$ cat src/hw/lpm_regs.vh
// register map, field positions, reset values and timing for measure control
`ifndef LPM_REGS_VH
`define LPM_REGS_VH

// register addresses
`define LPM_ADDR_CMD 8'h80
`define LPM_ADDR_ID 8'h81
`define LPM_ADDR_RATE 8'h82
`define LPM_ADDR_AMB_HI 8'h85
`define LPM_ADDR_AMB_LO 8'h86
`define LPM_ADDR_PROX_HI 8'h87
`define LPM_ADDR_PROX_LO 8'h88

// command register field positions
`define LPM_CMD_LOCK 7
`define LPM_CMD_AMB_VALID 6
`define LPM_CMD_PROX_VALID 5
`define LPM_CMD_AMB_TRIG 4
`define LPM_CMD_PROX_TRIG 3
`define LPM_CMD_AMB_EN 2
`define LPM_CMD_PROX_EN 1
`define LPM_CMD_SELFTIMED 0

// rate register field
`define LPM_RATE_MSB 2
`define LPM_RATE_LSB 0
`define LPM_RATE_W 3

// identification fields
`define LPM_ID_PROD_MSB 7
`define LPM_ID_PROD_LSB 4
`define LPM_ID_REV_MSB 3
`define LPM_ID_REV_LSB 0

// reset values
`define LPM_CMD_RESET 8'h80
`define LPM_RATE_RESET 3'h0
`define LPM_LOCK_VALUE 1'b1
`define LPM_UNMAPPED_READ 8'h00

// timing: one conversion step, clock rate in kHz
`define LPM_CLK_KHZ 10000
`define LPM_CONV_TIME_US 100
`define LPM_CONV_CYCLES ((`LPM_CONV_TIME_US * `LPM_CLK_KHZ + 999) / 1000)
// slowest proximity period and periodic ambient period, in cycles
`define LPM_RATE_BASE_CYCLES 4194304
`define LPM_AMB_PERIOD_CYCLES 1000000

`endif

$ cat src/hw/lpm_conv.v
// one conversion channel with optional power-of-two averaging
`timescale 1ns/1ns
`include "lpm_regs.vh"

module lpm_conv #(
	parameter DATA_W = 16,
	parameter AVG_W = 3,
	parameter CONV_CYCLES = `LPM_CONV_CYCLES
) (
	// clock and reset
	input wire mclk,
	input wire arst_n,
	// control
	input wire start,
	input wire [AVG_W-1:0] avg_sel,
	// front end sample, valid at end of each step
	input wire [DATA_W-1:0] sample,
	// status and result
	output reg busy,
	output reg done,
	output reg [DATA_W-1:0] result
);

	localparam ACC_W = DATA_W + (1 << AVG_W) - 1;
	localparam CNT_W = 16;
	localparam [31:0] STEP_FULL = CONV_CYCLES - 1;
	localparam [CNT_W-1:0] STEP_LAST = STEP_FULL[CNT_W-1:0];

	reg [CNT_W-1:0] step_reg;
	reg [(1 << AVG_W)-1:0] left_reg;
	reg [AVG_W-1:0] shift_reg;
	reg [ACC_W-1:0] acc_reg;
	wire [ACC_W-1:0] acc_sum;
	wire [ACC_W-1:0] acc_avg;

	assign acc_sum = acc_reg + {{(ACC_W-DATA_W){1'b0}}, sample};
	assign acc_avg = acc_sum >> shift_reg;

	always @(posedge mclk or negedge arst_n) begin
		if (!arst_n) begin
			busy <= 1'b0;
			done <= 1'b0;
			result <= {DATA_W{1'b0}};
			step_reg <= {CNT_W{1'b0}};
			left_reg <= {(1 << AVG_W){1'b0}};
			shift_reg <= {AVG_W{1'b0}};
			acc_reg <= {ACC_W{1'b0}};
		end else begin
			done <= 1'b0;
			if (!busy) begin
				// a start during a running conversion is dropped
				if (start) begin
					busy <= 1'b1;
					step_reg <= {CNT_W{1'b0}};
					left_reg <= ({{((1 << AVG_W)-1){1'b0}}, 1'b1} << avg_sel)
						- 1'b1;
					shift_reg <= avg_sel;
					acc_reg <= {ACC_W{1'b0}};
				end
			end else if (step_reg == STEP_LAST) begin
				step_reg <= {CNT_W{1'b0}};
				if (left_reg == {(1 << AVG_W){1'b0}}) begin
					busy <= 1'b0;
					done <= 1'b1;
					result <= acc_avg[DATA_W-1:0];
				end else begin
					left_reg <= left_reg - 1'b1;
					acc_reg <= acc_sum;
				end
			end else begin
				step_reg <= step_reg + 1'b1;
			end
		end
	end

endmodule // lpm_conv

$ cat src/hw/lpm_ctrl.v
// measurement command, identification and proximity rate control
`timescale 1ns/1ns
`include "lpm_regs.vh"

// Behaviour
// - proximity valid set on result, cleared on read
// - ambient trigger runs one, optionally averaged, conversion
// - proximity trigger runs one proximity conversion
// - self-timed bit starts state machine and oscillator
// - periodic conversions need their own enable too
// - both triggers in one write run together
// - triggers ignored while self-timed is set
// - rate register low three bits, upper unused
// - new rate applies after self-timed is cycled
// - identification read-only: product and revision nibbles
// - ambient valid set on result, cleared on read
// - command register bit layout as documented
module lpm_ctrl #(
	parameter DATA_W = 16,
	parameter AVG_W = 3,
	// identification values are arbitrary
	parameter [3:0] PRODUCT_CODE = 4'h5,
	parameter [3:0] REVISION_CODE = 4'h3,
	parameter CONV_CYCLES = `LPM_CONV_CYCLES,
	parameter RATE_BASE_CYCLES = `LPM_RATE_BASE_CYCLES,
	parameter AMB_PERIOD_CYCLES = `LPM_AMB_PERIOD_CYCLES
) (
	// clock and reset
	input wire mclk,
	input wire arst_n,
	// register port
	input wire [7:0] reg_addr,
	input wire reg_wr,
	input wire reg_rd,
	input wire [7:0] reg_wdata,
	output reg [7:0] reg_rdata,
	// front end
	input wire [DATA_W-1:0] ambient_sample,
	input wire [DATA_W-1:0] proximity_sample,
	input wire [AVG_W-1:0] ambient_avg_sel,
	// status and results
	output reg low_power_osc_en,
	output reg ambient_busy,
	output reg proximity_busy,
	output reg [DATA_W-1:0] ambient_result,
	output reg [DATA_W-1:0] proximity_result
);

	localparam CNT_W = 32;
	localparam [CNT_W-1:0] AMB_LAST = AMB_PERIOD_CYCLES - 1;

	// command register fields
	reg selftimed_reg;
	reg amb_en_reg;
	reg prox_en_reg;
	reg ambient_single_trigger_reg;
	reg proximity_single_trigger_reg;
	reg amb_valid_reg;
	reg prox_valid_reg;
	// rate as written and rate in use
	reg [`LPM_RATE_W-1:0] rate_reg;
	reg [`LPM_RATE_W-1:0] rate_live_reg;
	reg selftimed_dly_reg;
	// periodic dividers
	reg [CNT_W-1:0] amb_cnt_reg;
	reg [CNT_W-1:0] prox_cnt_reg;
	reg [7:0] rdata_next;

	wire amb_busy_w;
	wire prox_busy_w;
	wire amb_done_w;
	wire prox_done_w;
	wire [DATA_W-1:0] amb_res_w;
	wire [DATA_W-1:0] prox_res_w;

	wire wr_cmd;
	wire wr_rate;
	wire rd_amb;
	wire rd_prox;
	wire od_allowed;
	wire amb_od_start;
	wire proximity_single_trigger_start;
	wire amb_run;
	wire prox_run;
	wire amb_tick;
	wire prox_tick;
	wire [CNT_W-1:0] prox_last;

	// decode used for both read strobes and write strobes
	function hit;
		input [7:0] addr;
		input [7:0] target;
		begin
			hit = (addr == target);
		end
	endfunction

	// slowest rate at code zero, each code step doubles the rate
	function [CNT_W-1:0] rate_period;
		input [`LPM_RATE_W-1:0] code;
		reg [CNT_W-1:0] base;
		begin
			base = RATE_BASE_CYCLES;
			rate_period = (base >> code) - 1'b1;
		end
	endfunction

	assign wr_cmd = reg_wr && hit(reg_addr, `LPM_ADDR_CMD);
	assign wr_rate = reg_wr && hit(reg_addr, `LPM_ADDR_RATE);
	assign rd_amb = reg_rd && (hit(reg_addr, `LPM_ADDR_AMB_HI) ||
		hit(reg_addr, `LPM_ADDR_AMB_LO));
	assign rd_prox = reg_rd && (hit(reg_addr, `LPM_ADDR_PROX_HI) ||
		hit(reg_addr, `LPM_ADDR_PROX_LO));

	// the same write may switch self-timed on; triggers are then dropped
	assign od_allowed = wr_cmd && !selftimed_reg &&
		!reg_wdata[`LPM_CMD_SELFTIMED];
	assign amb_od_start = od_allowed && reg_wdata[`LPM_CMD_AMB_TRIG] &&
		!ambient_single_trigger_reg && !amb_busy_w;
	assign proximity_single_trigger_start = od_allowed && reg_wdata[`LPM_CMD_PROX_TRIG] &&
		!proximity_single_trigger_reg && !prox_busy_w;

	// periodic streams need both the self-timed and their own enable
	assign amb_run = selftimed_reg && amb_en_reg;
	assign prox_run = selftimed_reg && prox_en_reg;
	assign prox_last = rate_period(rate_live_reg);
	// first periodic conversion is taken right at enable
	assign amb_tick = amb_run && (amb_cnt_reg == {CNT_W{1'b0}}) &&
		!amb_busy_w;
	assign prox_tick = prox_run && (prox_cnt_reg == {CNT_W{1'b0}}) &&
		!prox_busy_w;

	lpm_conv #(
		.DATA_W(DATA_W),
		.AVG_W(AVG_W),
		.CONV_CYCLES(CONV_CYCLES)
	) u_amb_conv (
		.mclk(mclk),
		.arst_n(arst_n),
		.start(amb_od_start || amb_tick),
		.avg_sel(ambient_avg_sel),
		.sample(ambient_sample),
		.busy(amb_busy_w),
		.done(amb_done_w),
		.result(amb_res_w)
	);

	lpm_conv #(
		.DATA_W(DATA_W),
		.AVG_W(AVG_W),
		.CONV_CYCLES(CONV_CYCLES)
	) u_prox_conv (
		.mclk(mclk),
		.arst_n(arst_n),
		.start(proximity_single_trigger_start || prox_tick),
		.avg_sel({AVG_W{1'b0}}),
		.sample(proximity_sample),
		.busy(prox_busy_w),
		.done(prox_done_w),
		.result(prox_res_w)
	);

	// command register
	always @(posedge mclk or negedge arst_n) begin
		if (!arst_n) begin
			selftimed_reg <= 1'b0;
			amb_en_reg <= 1'b0;
			prox_en_reg <= 1'b0;
			ambient_single_trigger_reg <= 1'b0;
			proximity_single_trigger_reg <= 1'b0;
			amb_valid_reg <= 1'b0;
			prox_valid_reg <= 1'b0;
		end else begin
			if (wr_cmd) begin
				selftimed_reg <= reg_wdata[`LPM_CMD_SELFTIMED];
				amb_en_reg <= reg_wdata[`LPM_CMD_AMB_EN];
				prox_en_reg <= reg_wdata[`LPM_CMD_PROX_EN];
			end
			// trigger reads one until its conversion is done
			if (amb_od_start) begin
				ambient_single_trigger_reg <= 1'b1;
			end else if (amb_done_w) begin
				ambient_single_trigger_reg <= 1'b0;
			end
			if (proximity_single_trigger_start) begin
				proximity_single_trigger_reg <= 1'b1;
			end else if (prox_done_w) begin
				proximity_single_trigger_reg <= 1'b0;
			end
			// a fresh result beats a read in the same cycle
			if (amb_done_w) begin
				amb_valid_reg <= 1'b1;
			end else if (rd_amb) begin
				amb_valid_reg <= 1'b0;
			end
			if (prox_done_w) begin
				prox_valid_reg <= 1'b1;
			end else if (rd_prox) begin
				prox_valid_reg <= 1'b0;
			end
		end
	end

	// rate register; the live copy is taken only when self-timed starts,
	// so the oscillator side never sees a value change under it
	always @(posedge mclk or negedge arst_n) begin
		if (!arst_n) begin
			rate_reg <= `LPM_RATE_RESET;
			rate_live_reg <= `LPM_RATE_RESET;
			selftimed_dly_reg <= 1'b0;
		end else begin
			selftimed_dly_reg <= selftimed_reg;
			if (wr_rate)
				rate_reg <= reg_wdata[`LPM_RATE_MSB:`LPM_RATE_LSB];
			if (selftimed_reg && !selftimed_dly_reg)
				rate_live_reg <= rate_reg;
		end
	end

	// periodic dividers, cleared whenever their stream is off
	always @(posedge mclk or negedge arst_n) begin
		if (!arst_n) begin
			amb_cnt_reg <= {CNT_W{1'b0}};
			prox_cnt_reg <= {CNT_W{1'b0}};
		end else begin
			if (!amb_run)
				amb_cnt_reg <= {CNT_W{1'b0}};
			else if (amb_cnt_reg == AMB_LAST)
				amb_cnt_reg <= {CNT_W{1'b0}};
			else if (amb_cnt_reg != {CNT_W{1'b0}} || amb_tick)
				amb_cnt_reg <= amb_cnt_reg + 1'b1;
			if (!prox_run)
				prox_cnt_reg <= {CNT_W{1'b0}};
			else if (prox_cnt_reg >= prox_last)
				prox_cnt_reg <= {CNT_W{1'b0}};
			else if (prox_cnt_reg != {CNT_W{1'b0}} || prox_tick)
				prox_cnt_reg <= prox_cnt_reg + 1'b1;
		end
	end

	// read data, status outputs and result copies
	always @(posedge mclk or negedge arst_n) begin
		if (!arst_n) begin
			reg_rdata <= `LPM_UNMAPPED_READ;
			low_power_osc_en <= 1'b0;
			ambient_busy <= 1'b0;
			proximity_busy <= 1'b0;
			ambient_result <= {DATA_W{1'b0}};
			proximity_result <= {DATA_W{1'b0}};
		end else begin
			low_power_osc_en <= selftimed_reg;
			ambient_busy <= amb_busy_w;
			proximity_busy <= prox_busy_w;
			if (amb_done_w) begin
				ambient_result <= amb_res_w;
			end
			if (prox_done_w) begin
				proximity_result <= prox_res_w;
			end
			// byte frozen at the read strobe, so the host sees one
			// consistent value even if a result lands a cycle later
			if (reg_rd) begin
				reg_rdata <= rdata_next;
			end
		end
	end

	// read data of the addressed register
	// unmapped addresses read zero so a bus scan finds no ghosts
	always @* begin
		case (reg_addr)
		`LPM_ADDR_CMD: begin
			rdata_next = {`LPM_LOCK_VALUE, amb_valid_reg, prox_valid_reg,
				ambient_single_trigger_reg, proximity_single_trigger_reg,
				amb_en_reg, prox_en_reg, selftimed_reg};
		end
		`LPM_ADDR_ID: begin
			rdata_next = {PRODUCT_CODE, REVISION_CODE};
		end
		`LPM_ADDR_RATE: begin
			rdata_next = {5'h00, rate_reg};
		end
		`LPM_ADDR_AMB_HI: begin
			rdata_next = ambient_result[15:8];
		end
		`LPM_ADDR_AMB_LO: begin
			rdata_next = ambient_result[7:0];
		end
		`LPM_ADDR_PROX_HI: begin
			rdata_next = proximity_result[15:8];
		end
		`LPM_ADDR_PROX_LO: begin
			rdata_next = proximity_result[7:0];
		end
		default: begin
			rdata_next = `LPM_UNMAPPED_READ;
		end
		endcase
	end

endmodule // lpm_ctrl

$ cat config.mk
export PLATFORM = sky130hd
export DESIGN_NAME = lpm_ctrl
export DESIGN_NICKNAME = d
export VERILOG_FILES = /design/src/hw/lpm_conv.v /design/src/hw/lpm_ctrl.v
export VERILOG_INCLUDE_DIRS = /design/src /design/src/hw
export SDC_FILE = /design/constraint.sdc
export NUM_CORES = 1
export LEC_CHECK = 0
export BUFFER_PORTS_ARGS = -buffer_cell sky130_fd_sc_hd__buf_2
export CAP_MARGIN = 20
export CORE_MARGIN = 10
export CORE_UTILIZATION = 55
export DETAILED_ROUTE_END_ITERATION = 16
export MAX_ROUTING_LAYER = met4
export PLACE_DENSITY = 0.74
export SETUP_SLACK_MARGIN = 0.02
export SLEW_MARGIN = 5
export SYNTH_ARGS = -nofsm -noshare
export SYNTH_HDL_FRONTEND = slang
export SYNTH_SLANG_ARGS = --single-unit
$ cat constraint.sdc
create_clock -name mclk -period 4.05 [get_ports mclk]
set_clock_uncertainty 0.15 [all_clocks]
set_input_delay 0.2025 -clock mclk [delete_from_list [all_inputs] [get_ports mclk]]
set_output_delay 0.2025 -clock mclk [all_outputs]
set_load 0.1 [all_outputs]
==> results.md <==
* Fin crit share at between 80% and 90%
* CTS resizes at 0
* Tot GR Track Use at 22.0%
* R2r worst-path depth at 10
* Max FO, Critical Path at 6
* Htree depth at 1
* # fillers at 2057
* Vias in the first global route at between 10000 and 15000
* Initial antenna violation count at 0
* Commonest non-fill, non-tap cells in the layout: 246 x dfrtp_1, 180 x nand2_1, 140 x nor2_1, 107 x o21ai_0, 93 x buf_2
* Minimum clock period at approximately 3600 ps
* Peak supply drop at 0.295 mV
* Hold/Removal Path Class: in2reg
* DRT antenna net count at 0
* GRT overflow at 0
* Setup bufs post-CTS at 0
* R2R Setup Slk at 490 ps
* Critical path class: reg2reg
* Syn_area_per_cell at 9.38 sq um
* Sequential fraction of the synthesis area at between 40% and 50%
* RSZ-0062 raised after global routing: false
* Starting density of the core at 55.5%
* Yosys reg bits at 246
* Setup-failing EPs final at 0
* Layout cells sized above 1 at 15.3%
* Max Cap Viol at 0
* Drt pass-1 iters at 5
* Post-synth EDFFs at 0
* Nets at 1687
* Startpoint Class: flip-flop
* Setup TNS at 0 ps
* Row cnt at 58
* DP HPWL at 24800 microns
* CTS max path bufs at 3
* Slew @ Worst Pin at roughly 960 ps
* Outcome: finished, final reports clean
* Area growth, synth to finish at 13.7%
* Relative slew slack at 36.1%
* Ys Warns at 0
* Inserted Diodes at 0
* Gate Count Post-Synth at approximately 1500
* Critical path arrival at between 3000 and 4000 ps
* Final Hold Viols at 0
* Post-Syn Area at 13900 sq um
* Sequential Area at 6160 sq um
* Final Util at 63.1%
* Multi-input gate area at ~7300 sq um
* IO Pins at 98
* DRC Markers at 0
* Synth Flop Type: dfrtp_1
* First-pass GRT wire length at 56900 microns
* Wire per inst at between 15 and 20 microns
* Critical path required time at 4350 ps
* TritonCTS clock tree: done
* Non-Filler Instances at 1932
* Max Fclk at approximately 280 MHz
* Port Buffer Count at 94
* Yosys cell types at 76
* Vias at 11500
* Final WL at 34600 microns
* Die Y at approximately 180 microns
* Pwr Density at between 300 and 400 nW/um^2
* DRT iter0 DRCs at 1173
* Placed cells at 1870
* Final worst slack at between 400 and 500 ps
* Largest net degree at the start of global routing at 104
* Leak at between 0.007 and 0.008 uW
* Worst Hold Slack at 26.6 ps
* TritonCTS buffer count at 27
* Global placement routability congestion at around 0.93
* Clk root buf: clkbuf_16
* Clock Sinks at between 200 and 250
* Clk_lat worst skew at 530 ps
* Die area at 32000 sq um
* Pre-CTS WS at 531 ps
* CP endpoint kind: flip-flop
* Commonest non-fill, non-tap cell in the layout: dfrtp_1
* Vias per cell at 5.96
* DIE WIDTH at 179 microns
* CORE AREA at around 25000 sq um
* Worst-path clk slew at about 60 ps
* Hold Path Stages at 5
* FFs w/ async S/R, synth at 100%
* Slew Viols, Final at 0
[worst max-delay path, stage by stage (launching register included)]
cell,delay [ps]
dfrtp_1,380
ha_1,220
fa_1,440
a211oi_1,310
o21ai_1,220
a31oi_1,340
a31oi_1,230
a21boi_0,410
o21ai_0,140
mux4_2,470
a31oi_1,160
[cells in the mapped netlist (5+ instances only)]
cell / instances / area share, %
dfrtp_1: 246 / 44
nand2_1: 180 / 4.9
nor2_1: 140 / 3.8
o21ai_0: 107 / 3.9
a21oi_1: 66 / 2.4
mux2_2: 65 / 5.3
nand3_1: 65 / 2.3
clkbuf_1: 53 / 1.4
ha_1: 47 / 4.2
xnor2_1: 47 / 3.0
xor2_1: 41 / 2.6
inv_1: 40 / 1.1
and3_1: 29 / 1.3
nor3_1: 26 / 0.94
nor4_1: 24 / 1.1
nand4_1: 19 / 0.86
a21o_1: 17 / 0.92
a22o_1: 17 / 1.1
o31ai_1: 15 / 0.81
a22oi_1: 14 / 0.76
a31oi_1: 13 / 0.59
a211oi_1: 12 / 0.65
nor2b_1: 12 / 0.54
and2_1: 11 / 0.50
o211ai_1: 11 / 0.59
mux4_2: 10 / 1.6
o22ai_1: 10 / 0.45
or3_1: 10 / 0.45
and4_1: 9 / 0.57
mux2i_1: 9 / 0.65
o21a_1: 9 / 0.49
buf_2: 8 / 0.29
nand2b_1: 8 / 0.36
a211o_1: 7 / 0.44
o21ai_1: 6 / 0.22
or2_2: 6 / 0.27
nor3b_1: 5 / 0.27
or4_1: 5 / 0.27
[power by group]
part | internal [uW] | switching (uW)
Combinational | 110 | 180
Sequential | 2480 | 19.0
Clock | 1570 | 1000
Total | 4160 | 1200
[timing repair]
item,in CTS,in global routing
hold buffers,14,0
endpoints found under the hold margin,126,0
setup endpoints to repair,0,0
[metrics by stage]
step	cell area (sq um)	total power, uW
after floorplan	13900	2690
after global placement	14700	2810
after detailed placement	14700	2820
after CTS	15800	5400
after global routing	15800	5540
final	15800	5360
[path summary, 6_finish.rpt]
| kind | from | endpoint |
|---|---|---|
| max | u_amb_conv.acc_reg[0] | u_amb_conv.result[13] |
| min | proximity_sample[14] | u_prox_conv.acc_reg[14] |
| max reg2reg | u_amb_conv.acc_reg[0] | u_amb_conv.result[13] |
| min reg2reg | u_amb_conv.step_reg[9] | u_amb_conv.step_reg[9] |
| max in group asynchronous | arst_n | prox_cnt_reg[11] |
| min in group asynchronous | arst_n | u_prox_conv.acc_reg[2] |
[final cells by class]
class / instances / share of cell area [%]
inverters: 45 / 1.07
clock buffers: 37 / 4.83
multi-input cells: 1134 / 46.5
flip-flops and latches: 246 / 39.0
clock inverters: 11 / 1.05
repair buffers: 129 / 5.01
well taps: 330 / 2.61
[cells by family after synthesis]
family	synth area share, %
simple gates	19.7
compound gates	15.3
flops	44.3
buf+inv	3.07
xor+xnor	5.55
mux	7.54
fa+ha+maj	4.52
other cells	0.0270
[per-layer routing]
metal  vias to the layer above  GRT usage [%]  wire [microns]
met5                         -              -               0
met4                         0           5.03             722
met3                        53           3.45            2340
met2                       361           34.0           16000
met1                      5570           29.9           15500
li1                       5535              -               -
No activity file was read; power rests on OpenSTA's default activity.
